## src/ccsf_pkg.sv

```systemverilog
//----------------------------------------------------------------------
// ccsf_pkg: constants for the capture/compare status and trigger flags
//----------------------------------------------------------------------
// Purpose: register map, field positions, reset values, encodings
// Assumes: 16-bit register port, word index addressing
// Notes:   shared by ccsf_top and ccsf_top_tb
//
// Behaviour
// RULE_01: writing one to gate arm arms one-shot gating only in modes 01/10; reads zero
// RULE_02: triggered status reads one while timer triggered and running, else zero
// RULE_03: with triggering enabled, writing one to trigger set starts timer; reads zero
// RULE_04: with triggering enabled, writing one to trigger clear cancels trigger; reads zero
// RULE_05: shutdown status is one during shutdown event; software may clear it
// RULE_06: single-edge-compare flag sets on event, stays until software clears it
// RULE_07: capture disable one blocks pin capture events; zero lets them through
// RULE_08: capture overflow flag sets on buffer overflow, stays until software clears
// RULE_09: buffer-not-empty reads one while capture buffer holds data
// RULE_10: period update pending reads one while period copy in progress
// RULE_11: timer-high update pending reads one while upper count copy in progress
// RULE_12: timer-low update pending reads one while lower count copy in progress
// RULE_13: compare-B update pending reads one while compare B copy in progress
// RULE_14: compare-A update pending reads one while compare A copy in progress
// RULE_15: mode 10 falling gate edge sets capture disable; mode 01 rising edge clears it
// RULE_16: mode 00 high gate level enables capture, low level disables it
// RULE_17: triggered mode with output gating holds outputs off until triggered
// RULE_18: update pending bits self-clear once the buffered value is copied

package ccsf_pkg;

  // register word indices
  localparam logic [2:0] CCSF_ADR_STAT_LO  = 3'h0;
  localparam logic [2:0] CCSF_ADR_STAT_HI  = 3'h1;
  localparam logic [2:0] CCSF_ADR_CTRL     = 3'h2;
  localparam logic [2:0] CCSF_ADR_INT_STAT = 3'h3;
  localparam logic [2:0] CCSF_ADR_INT_MASK = 3'h4;

  // status low fields
  localparam int CCSF_B_GATE_ARM  = 10;
  localparam int CCSF_B_TRIG_STAT = 7;
  localparam int CCSF_B_TRIG_SET  = 6;
  localparam int CCSF_B_TRIG_CLR  = 5;
  localparam int CCSF_B_SHUTDOWN  = 4;
  localparam int CCSF_B_SEC_FLAG  = 3;
  localparam int CCSF_B_CAP_DIS   = 2;
  localparam int CCSF_B_CAP_OVF   = 1;
  localparam int CCSF_B_BUF_NE    = 0;

  // control fields
  localparam int CCSF_B_TRIG_EN   = 0;
  localparam int CCSF_B_GSM_LO    = 1;
  localparam int CCSF_B_OE_TRIG   = 3;

  // interrupt event bits
  localparam int CCSF_NUM_EVT     = 4;
  localparam int CCSF_E_SHUTDOWN  = 0;
  localparam int CCSF_E_SEC       = 1;
  localparam int CCSF_E_OVF       = 2;
  localparam int CCSF_E_CAPTURE   = 3;

  // number of buffered update targets: period, tmr hi, tmr lo, cmp B, cmp A
  localparam int CCSF_NUM_UPD     = 5;

  // gating mode encodings
  localparam logic [1:0] CCSF_GSM_LEVEL = 2'h0;
  localparam logic [1:0] CCSF_GSM_RISE  = 2'h1;
  localparam logic [1:0] CCSF_GSM_FALL  = 2'h2;

  // reset values
  localparam logic [15:0] CCSF_RST_DATA = 16'h0000;

  typedef enum logic [0:0] {
    CCSF_GATE_IDLE  = 1'b0,
    CCSF_GATE_ARMED = 1'b1
  } ccsf_gate_e;

endpackage : ccsf_pkg

```

## src/ccsf_top.sv

```systemverilog
//----------------------------------------------------------------------
// ccsf_top: status flags, trigger requests and capture gating
//----------------------------------------------------------------------
// Purpose: status/trigger register logic of a capture/compare timer
// Assumes: one clock, synchronous active-low reset, 16-bit reg port
// Notes:   capture and gate pins are synchronised by two flops
//
// Added by the designer: the register offsets and strobed register access.
`timescale 1ns/100ps

module ccsf_top (
  // clock and reset
  input  wire logic                                clk,
  input  wire logic                                rst_b,
  // register port
  input  wire logic [2:0]                          reg_addr,
  input  wire logic [15:0]                         reg_wdata,
  input  wire logic                                reg_wr,
  input  wire logic                                reg_rd,
  output logic      [15:0]                         reg_rdata,
  // pins
  input  wire logic                                capture_input_pin,
  input  wire logic                                gate_source,
  // timer core side
  input  wire logic                                ext_trigger,
  input  wire logic                                shutdown_active,
  input  wire logic                                single_edge_cmp_evt,
  input  wire logic                                capture_fifo_ovf,
  input  wire logic                                capture_buffer_not_empty,
  input  wire logic [ccsf_pkg::CCSF_NUM_UPD-1:0]   upd_request,
  input  wire logic                                upd_sync,
  output logic                                     capture_event,
  output logic                                     timer_run,
  output logic                                     output_drive_en,
  output logic      [ccsf_pkg::CCSF_NUM_UPD-1:0]   upd_load,
  // interrupt
  output logic                                     irq
);
  import ccsf_pkg::*;

  //--------------------------------------------------------------------
  // state
  //--------------------------------------------------------------------
  typedef struct packed {
    logic                      trig_en;
    logic [1:0]                gsm;
    logic                      oe_trig;
    logic                      trig;
    logic                      shutdown;
    logic                      sec_flag;
    logic                      cap_dis;
    logic                      cap_ovf;
    ccsf_gate_e                gate_st;
    logic [CCSF_NUM_UPD-1:0]   pend;
    logic [CCSF_NUM_EVT-1:0]   int_st;
    logic [CCSF_NUM_EVT-1:0]   int_mask;
    logic                      cap_s1;
    logic                      cap_s2;
    logic                      cap_prev;
    logic                      gat_s1;
    logic                      gat_s2;
    logic                      gat_prev;
    logic [15:0]               rdata;
    logic                      irq;
    logic                      cap_evt;
    logic                      run;
    logic                      drv_en;
    logic [CCSF_NUM_UPD-1:0]   load;
  } ccsf_state_s;

  ccsf_state_s s_q;
  ccsf_state_s s_d;

  // decoded writes, arm permission, pin and gate edges, events and read views
  logic                      wr_lo;
  logic                      wr_ctrl;
  logic                      wr_ist;
  logic                      wr_imsk;
  logic                      arm_ok;
  logic                      cap_edge;
  logic                      gate_rise;
  logic                      gate_fall;
  logic [CCSF_NUM_EVT-1:0]   evt;
  logic [15:0]               stat_lo;
  logic [15:0]               stat_hi;

  //--------------------------------------------------------------------
  // next-state logic
  //--------------------------------------------------------------------
  // one process computes every register's next value
  always_comb begin
    s_d       = s_q;
    wr_lo     = reg_wr && (reg_addr == CCSF_ADR_STAT_LO);
    wr_ctrl   = reg_wr && (reg_addr == CCSF_ADR_CTRL);
    wr_ist    = reg_wr && (reg_addr == CCSF_ADR_INT_STAT);
    wr_imsk   = reg_wr && (reg_addr == CCSF_ADR_INT_MASK);
    arm_ok    = (s_q.gsm == CCSF_GSM_RISE) || (s_q.gsm == CCSF_GSM_FALL);
    cap_edge  = s_q.cap_s2 && !s_q.cap_prev;
    gate_rise = s_q.gat_s2 && !s_q.gat_prev;
    gate_fall = !s_q.gat_s2 && s_q.gat_prev;

    // two-flop synchronisers, then edge history
    s_d.cap_s1   = capture_input_pin;
    s_d.cap_s2   = s_q.cap_s1;
    s_d.cap_prev = s_q.cap_s2;
    s_d.gat_s1   = gate_source;
    s_d.gat_s2   = s_q.gat_s1;
    s_d.gat_prev = s_q.gat_s2;

    // control register
    if (wr_ctrl) begin
      s_d.trig_en = reg_wdata[CCSF_B_TRIG_EN];
      s_d.gsm     = reg_wdata[CCSF_B_GSM_LO +: 2];
      s_d.oe_trig = reg_wdata[CCSF_B_OE_TRIG];
    end

    // trigger: clear request first so set requests win
    if (!s_q.trig_en) begin
      s_d.trig = 1'b0;
    end else begin
      if (wr_lo && reg_wdata[CCSF_B_TRIG_CLR]) begin
        s_d.trig = 1'b0;                                   // RULE_04
      end
      if ((wr_lo && reg_wdata[CCSF_B_TRIG_SET]) || ext_trigger) begin
        s_d.trig = 1'b1;                                   // RULE_03
      end
    end

    // sticky flags: software write-one clears, hardware set wins
    if (wr_lo && reg_wdata[CCSF_B_SHUTDOWN]) begin
      s_d.shutdown = 1'b0;
    end
    if (shutdown_active) begin
      s_d.shutdown = 1'b1;                                 // RULE_05
    end
    if (wr_lo && reg_wdata[CCSF_B_SEC_FLAG]) begin
      s_d.sec_flag = 1'b0;
    end
    if (single_edge_cmp_evt) begin
      s_d.sec_flag = 1'b1;                                 // RULE_06
    end
    if (wr_lo && reg_wdata[CCSF_B_CAP_OVF]) begin
      s_d.cap_ovf = 1'b0;
    end
    if (capture_fifo_ovf) begin
      s_d.cap_ovf = 1'b1;                                  // RULE_08
    end

    // capture disable: software clear, then gating source
    if (wr_lo && reg_wdata[CCSF_B_CAP_DIS]) begin
      s_d.cap_dis = 1'b0;
    end
    case (s_q.gate_st)
      CCSF_GATE_IDLE: begin
        if (wr_lo && reg_wdata[CCSF_B_GATE_ARM] && arm_ok) begin
          s_d.gate_st = CCSF_GATE_ARMED;                   // RULE_01
        end
      end
      CCSF_GATE_ARMED: begin
        if (!arm_ok) begin
          s_d.gate_st = CCSF_GATE_IDLE;
        end else if (s_q.gsm == CCSF_GSM_FALL && gate_fall) begin
          s_d.cap_dis = 1'b1;                              // RULE_15
          s_d.gate_st = CCSF_GATE_IDLE;
        end else if (s_q.gsm == CCSF_GSM_RISE && gate_rise) begin
          s_d.cap_dis = 1'b0;                              // RULE_15
          s_d.gate_st = CCSF_GATE_IDLE;
        end
      end
      default: begin
        s_d.gate_st = CCSF_GATE_IDLE;
      end
    endcase
    if (s_q.gsm == CCSF_GSM_LEVEL) begin
      s_d.cap_dis = !s_q.gat_s2;                           // RULE_16
    end

    // capture event from pin edge unless disabled
    s_d.cap_evt = cap_edge && !s_q.cap_dis;                // RULE_07

    // buffered updates: copy on sync, new request wins
    s_d.load = upd_sync ? s_q.pend : '0;
    if (upd_sync) begin
      s_d.pend = '0;                                       // RULE_18
    end
    s_d.pend = s_d.pend | upd_request;

    // timer run and output gating
    s_d.run    = !s_q.trig_en || s_q.trig;                 // RULE_02
    s_d.drv_en = !(s_q.trig_en && s_q.oe_trig && !s_q.trig); // RULE_17

    // interrupt status and mask
    evt[CCSF_E_SHUTDOWN] = shutdown_active && !s_q.shutdown;
    evt[CCSF_E_SEC]      = single_edge_cmp_evt;
    evt[CCSF_E_OVF]      = capture_fifo_ovf;
    evt[CCSF_E_CAPTURE]  = s_d.cap_evt;
    if (wr_ist) begin
      s_d.int_st = s_q.int_st & ~reg_wdata[CCSF_NUM_EVT-1:0];
    end
    s_d.int_st = s_d.int_st | evt;
    if (wr_imsk) begin
      s_d.int_mask = reg_wdata[CCSF_NUM_EVT-1:0];
    end
    s_d.irq = |(s_q.int_st & s_q.int_mask);

    // read views; request bits always read zero
    stat_lo = CCSF_RST_DATA;
    stat_lo[CCSF_B_TRIG_STAT] = s_q.trig;                  // RULE_02
    stat_lo[CCSF_B_SHUTDOWN]  = s_q.shutdown;
    stat_lo[CCSF_B_SEC_FLAG]  = s_q.sec_flag;
    stat_lo[CCSF_B_CAP_DIS]   = s_q.cap_dis;
    stat_lo[CCSF_B_CAP_OVF]   = s_q.cap_ovf;
    stat_lo[CCSF_B_BUF_NE]    = capture_buffer_not_empty; // RULE_09
    stat_hi = CCSF_RST_DATA;
    stat_hi[CCSF_NUM_UPD-1:0] = s_q.pend;   // RULE_10 RULE_11 RULE_12 RULE_13 RULE_14

    // read data valid only in the cycle after the strobe
    s_d.rdata = CCSF_RST_DATA;
    if (reg_rd) begin
      case (reg_addr)
        CCSF_ADR_STAT_LO:  s_d.rdata = stat_lo;
        CCSF_ADR_STAT_HI:  s_d.rdata = stat_hi;
        CCSF_ADR_CTRL: begin
          s_d.rdata[CCSF_B_TRIG_EN]       = s_q.trig_en;
          s_d.rdata[CCSF_B_GSM_LO +: 2]   = s_q.gsm;
          s_d.rdata[CCSF_B_OE_TRIG]       = s_q.oe_trig;
        end
        CCSF_ADR_INT_STAT: s_d.rdata[CCSF_NUM_EVT-1:0] = s_q.int_st;
        CCSF_ADR_INT_MASK: s_d.rdata[CCSF_NUM_EVT-1:0] = s_q.int_mask;
        default:           s_d.rdata = CCSF_RST_DATA;
      endcase
    end
  end

  //--------------------------------------------------------------------
  // state register
  //--------------------------------------------------------------------
  // synchronous reset to constants
  always_ff @(posedge clk) begin
    if (!rst_b) begin
      s_q         <= '0;
      s_q.run     <= 1'b1;
      s_q.drv_en  <= 1'b1;
      s_q.gate_st <= CCSF_GATE_IDLE;
    end else begin
      s_q <= s_d;
    end
  end

  // outputs straight from flops
  assign reg_rdata       = s_q.rdata;
  assign irq             = s_q.irq;
  assign capture_event   = s_q.cap_evt;
  assign timer_run       = s_q.run;
  assign output_drive_en = s_q.drv_en;
  assign upd_load        = s_q.load;
endmodule : ccsf_top

```

## config.mk

```make
export PLATFORM = sky130hd
export DESIGN_NAME = ccsf_top
export DESIGN_NICKNAME = d
export VERILOG_FILES = /design/src/ccsf_pkg.sv /design/src/ccsf_top.sv
export SDC_FILE = /design/constraint.sdc
export NUM_CORES = 1
export LEC_CHECK = 0
export ABC_AREA = 1
export BUFFER_PORTS_ARGS = -buffer_cell sky130_fd_sc_hd__buf_2
export CAP_MARGIN = 20
export CORE_MARGIN = 5
export CORE_UTILIZATION = 50
export DETAILED_ROUTE_END_ITERATION = 10
export GPL_TIMING_DRIVEN = 0
export PLACE_DENSITY = 0.78
export SYNTH_ARGS = -nofsm -noshare
export SYNTH_HDL_FRONTEND = slang
export SYNTH_SLANG_ARGS = --single-unit
export TNS_END_PERCENT = 10
```

## constraint.sdc

```tcl
create_clock -name clk -period 1.39 [get_ports clk]
set_input_delay 0 -clock clk [delete_from_list [all_inputs] [get_ports clk]]
set_output_delay 0 -clock clk [all_outputs]
set_load 0.02 [all_outputs]
```

After elaboration in Yosys (flattened, before gate mapping) --
Index checks and enable logic that the tools add are counted.
Operators by class: $mul 0, $add $sub $neg 0, shifts and indexed selects 0, reductions and logical operators 42, div/mod/pow operators 0, eq/ne operators 6, bitwise logic cells 6, muxes and demuxes 23, order comparisons 0
Operator list (number):
- 1-bit logical AND | 21
- 4-bit case mux with 5 select lines | 1
- 1-bit two-way mux | 18
- 4-bit AND | 2
- 1-bit logical NOT | 8
- 4-bit case mux with 2 select lines | 1
- 2-bit nonzero test | 4
- 3-bit by 2-bit equality test with 1-bit output, second input constant | 2
- 2-bit AND reduction | 3
- 5-bit two-way mux | 1
- 5-bit bitwise OR | 1
- 4-bit two-way mux | 1
- 4-bit inverter | 1
- 4-bit bitwise OR | 1
- 4-bit OR reduction | 1
- 3-bit by 1-bit equality test with 1-bit output, second input constant | 1
- 3-bit equality test, second input constant | 1
- 3-bit logical NOT | 1
- 1-bit logical OR | 3
- 2-bit by 1-bit equality test with 1-bit output, second input constant | 1
- 2-bit equality test, second input constant | 1
- 2-bit logical NOT | 1
- 1-bit case mux with 2 select lines | 1
- 1-bit inverter | 1
Word-level totals: output and inout bits 25, RAM bits 0, logic and storage cells 101, memories 0, bits in latches 0, bits in read-only memories 0, input port bits 36, register bits after elaboration 54

Logic depth before layout (Yosys ltp) --
depth in word-level cells 9, gate-level depth with buffers 8, depth with buffers taken out 7

Worst setup path after synthesis --
OpenSTA, ideal clock, no wires.
kind register -> register, start point reg s_q[51] in the netlist's numbering, end point reg s_q[46] in the netlist's numbering, required time 1.320 ns, setup slack 0.310 ns, path buffers 0, arrival time 1.011 ns, stages on the path, launching flop included 8, clock period less this slack 1.080 ns, setup time 0.070 ns, cell sequence dfxtp_1 inv_1 ha_1 nand2_1 inv_1 nand2_1 nand3_1 a21oi_1
Between the ends: word-level cells in the longest chain between the ends 7, elaborated cells on any way between the ends 11, classes of those cells eq/ne: 2; mux: 5; reduce/logical: 4
RTL lines:
- start: declaration | line ccsf_top.sv:71 | ccsf_state_s s_q;
- 2-bit by 1-bit equality test with 1-bit output | line ccsf_top.sv:97, ccsf_top.sv:165
- 1-bit logical AND | line ccsf_top.sv:165 | end else if (s_q.gsm == CCSF_GSM_RISE && gate_rise) begin
- 1-bit two-way mux | line ccsf_top.sv:165
- 1-bit two-way mux | line ccsf_top.sv:162 | end else if (s_q.gsm == CCSF_GSM_FALL && gate_fall) begin
- 1-bit two-way mux | line ccsf_top.sv:160 | if (!arm_ok) begin
- 1-bit two-way mux | line ccsf_top.sv:153 | case (s_q.gate_st)
- 1-bit two-way mux * | line ccsf_top.sv:174 | if (s_q.gsm == CCSF_GSM_LEVEL) begin
Mark *: on every way between the ends. The rest lies on a longest branch, timed or not. A chain may end at the register's enable or synchronous reset.

Worst setup path in the final report --
Ends and elaborated chain as after synthesis.

==> results.py <==
metrics = {
    "global_routing": {
        "grt_pass1_vias": 1623,
        "grt_pass1_wl_mm": 7.04,
        "track_usage_pct": 17.2,
        "grt_max_degree": 15,
        "grt-ovfl-total": 0,
        "antenna_found_initial": 0,
    },
    "timing": {
        "final.min_clock_period_ns": 1.20,
        "setup_viol": 0,
        "rsz0062_at_grt": "no",
        "clock.fmax_mhz": 832,
        "fin_setup_tns_ns": 0,
        "clock_skew_ns": 0.00553,
        "hold_viol_final": 0,
        "post-route-worst-setup-slack_ns": 0.188,
        "slew_viol_final": 0,
        "fin_crit_sh_pct": 86.5,
    },
    "power": {
        "pwr-share-seq_pct": 50.1,
        "sw_frac_of_total_pct": 23.8,
        "power_w": 0.00268,
        "ir_worst_vdd_uv": 740,
        "p_int_w": 0.00204,
        "p_sw_w": 0.000638,
        "pwr-share-comb_pct": 12.4,
        "power.density_nw_per_um2": 1070,
        "p_leak_nw": 1.23,
        "p_clk_share_pct": 37.6,
    },
    "cells_and_area": {
        "multi_input_area_um2": 806,
        "fillers": 358,
        "nets": 362,
        "final_area_um2": 2510,
        "regArea_um2": 881,
        "fin_cells": 374,
        "areaGrowthSynthToFinish_pct": 26.3,
        "layout-drive-gt1-share_pct": 28.4,
        "antenna_cells": 0,
    },
    "flow_run": {
        "maxCapViolCount": 0,
    },
    "route": {
        "dr.pass1.iters": 4,
        "post_drt_via_cell_ratio": 4.72,
        "ant_nets": 0,
        "drt_iter0_markers": 86,
        "routedWlPerCell_um": 11.5,
        "via_count": 1767,
        "drt_wl_total_mm": 4.31,
        "route.detailed.drc": 0,
    },
    "setup_path": {
        "critical_path_arrival_ns": 1.43,
        "cp.required_ns": 1.62,
        "critical_path.max_fanout": 3,
        "path_class": "reg -> reg",
        "start_kind": "flop",
        "cp-end-kind": "flop",
    },
    "synthesis": {
        "synth_cell_type_count": 28,
        "ys_seq_elements": 44,
        "yosysTopAreaCellShare_pct": 44.3,
        "yosysSeqAreaShare_pct": 44.3,
        "synth_area_um2": 1990,
        "avgSynthCellArea_um2": 7.74,
        "yosysWarnings": 0,
        "syn_inst": 257,
        "synth_area_leaders": "dfxtp_1 (44%), nand2_1 (9.6%), buf_4 (8.3%), nor2_1 (5.1%), a21oi_1 (5.0%)",
        "yosysTopAreaCell": "dfxtp_1",
    },
    "clock_network": {
        "tritoncts": "done",
        "cts_setup_buffers": 0,
        "cts_sinks": 44,
        "cts_buffer_depth": 2,
        "htree_num_levels": 2,
        "cts_buffers": 5,
        "ctsResizeCount": 0,
        "clkSlewWorstSetupHoldPaths_ns": 0.08,
        "clock_latency_ns": 0.29,
        "root_buffer": "clkbuf_8",
    },
    "outcome": {
        "status": "complete, no violations",
    },
    "die": {
        "row_count": 23,
        "core_um2": 3910,
        "start_util_pct": 50.8,
        "die_x_um": 73.1,
        "io_pins": 61,
        "die_h_um": 73.1,
        "die-area_um2": 5340,
    },
    "place": {
        "gp_congestion": 0.934,
        "dp_slack_ns": 0.195,
        "place_area_um2": 2280,
        "placed_cells": 355,
        "hpwlAfterDp_mm": 3.22,
        "portBuffers": 39,
    },
    "worst_hold_path": {
        "hp-class": "in -> reg",
    },
}
-- synthesized netlist by cell type --
library cell and instances:
or3b_2 1, clkinv_1 1, nor2_2 1, nor2_4 3, nand2_2 2, a21oi_1 20, o21ai_1 1, buf_6 3
a41oi_1 1, ha_1 3, dfxtp_1 44, inv_4 2, buf_2 4, nor2_1 27, o21ai_0 5, nor3_2 1
nand4_2 1, nand3_1 20, nor4_1 1, inv_2 2, nand4_1 12, buf_4 22, conb_1 1, nor3_4 1
nand2_1 51, nand2_4 1, or2_2 1, inv_1 25
-- path summary, 6_finish.rpt --
path	depth (start not counted)	start	slack, ns	endpoint
worst max-delay path	7	s_q[51]	0.19	s_q[46]
worst min-delay path	3	reg_wdata[2]	0.01	s_q[33]
worst min register to register	2	s_d[26]	0.42	s_d[25]
worst max register to register	7	s_q[51]	0.19	s_q[46]
-- worst max-delay path, cell delays in order (launching register included) --
cell     delay [ns]
dfxtp_1        0.37
inv_1          0.09
ha_1           0.31
nand2_1        0.08
inv_1          0.04
nand2_1        0.06
nand3_1        0.07
a21oi_1        0.11
-- metal layers --
layer / track usage [%] / routed length, µm / up-vias
met2: 28.7 / 2100 / 49
li1: - / - / 923
met3: 4.55 / 331 / 6
met1: 21.5 / 1830 / 789
met5: 0 / 0 / -
met4: 5.53 / 51 / 0
-- flip-flops by register name, indices dropped and copies added (netlist names) --
register         count
capture_event        1
irq                  1
output_drive_en      1
reg_rdata            6
s_d                  4
s_q                 25
timer_run            1
upd_load             5
-- logic make-up (layout without fill, tap and decap cells) --
logic type      after synthesis  in the layout  share of synthesized area (%)
simple gates                123            123                           29.7
buf+inv                      59            117                           16.9
flops                        44             44                           44.3
compound gates               27             27                           6.98
fa+ha+maj                     3              3                           1.89
other cells                   1             10                          0.188
-- cell type report --
cell class	count	share of cell area, %
Clock inverter	2	1.54
Sequential cell	44	35.1
Multi-Input combinational cell	163	32.1
Buffer	29	8.72
Tap cell	50	2.49
Inverter	30	4.68
Timing Repair Buffer	50	12.2
Clock buffer	6	3.29
-- metrics by stage --
stage          utilization (%)  hold WS (ns)
5_1_grt                   64.2       0.00535
4_1_cts                   64.2       0.00525
3_5_place_dp              58.3         0.186
3_3_place_gp              58.3         0.181
6_report                  64.2        0.0115
2_1_floorplan                -        0.0976
-- cells in the final DEF, fill, tap and decap left out, types with 2 or more instances in the layout --
cell type       n
a21oi_1        20
nand2_2         2
inv_4           2
buf_4          22
inv_2           2
buf_2          43
nor2_4          3
clkbuf_8        6
o21ai_0         5
nand4_1        12
buf_6           3
dlygate4sd3_1  11
nand3_1        20
dfxtp_1        44
nor2_1         27
inv_1          25
nand2_1        51
conb_1         10
ha_1            3
-- what timing repair did --
item	CTS	global route
hold buffers	11	0
setup endpoints to repair	0	0
endpoints found under the hold margin	13	0
-- power groups by stage --
stage               clock network (W)  logic (W)  registers (W)
global route                  0.00107   0.000369        0.00135
detailed placement                  0   0.000304        0.00137
floorplan                           0   0.000216        0.00136
global placement                    0   0.000299        0.00137
finish                        0.00101   0.000331        0.00134
CTS                           0.00102   0.000329        0.00134
No activity file was read; power rests on OpenSTA's default activity.
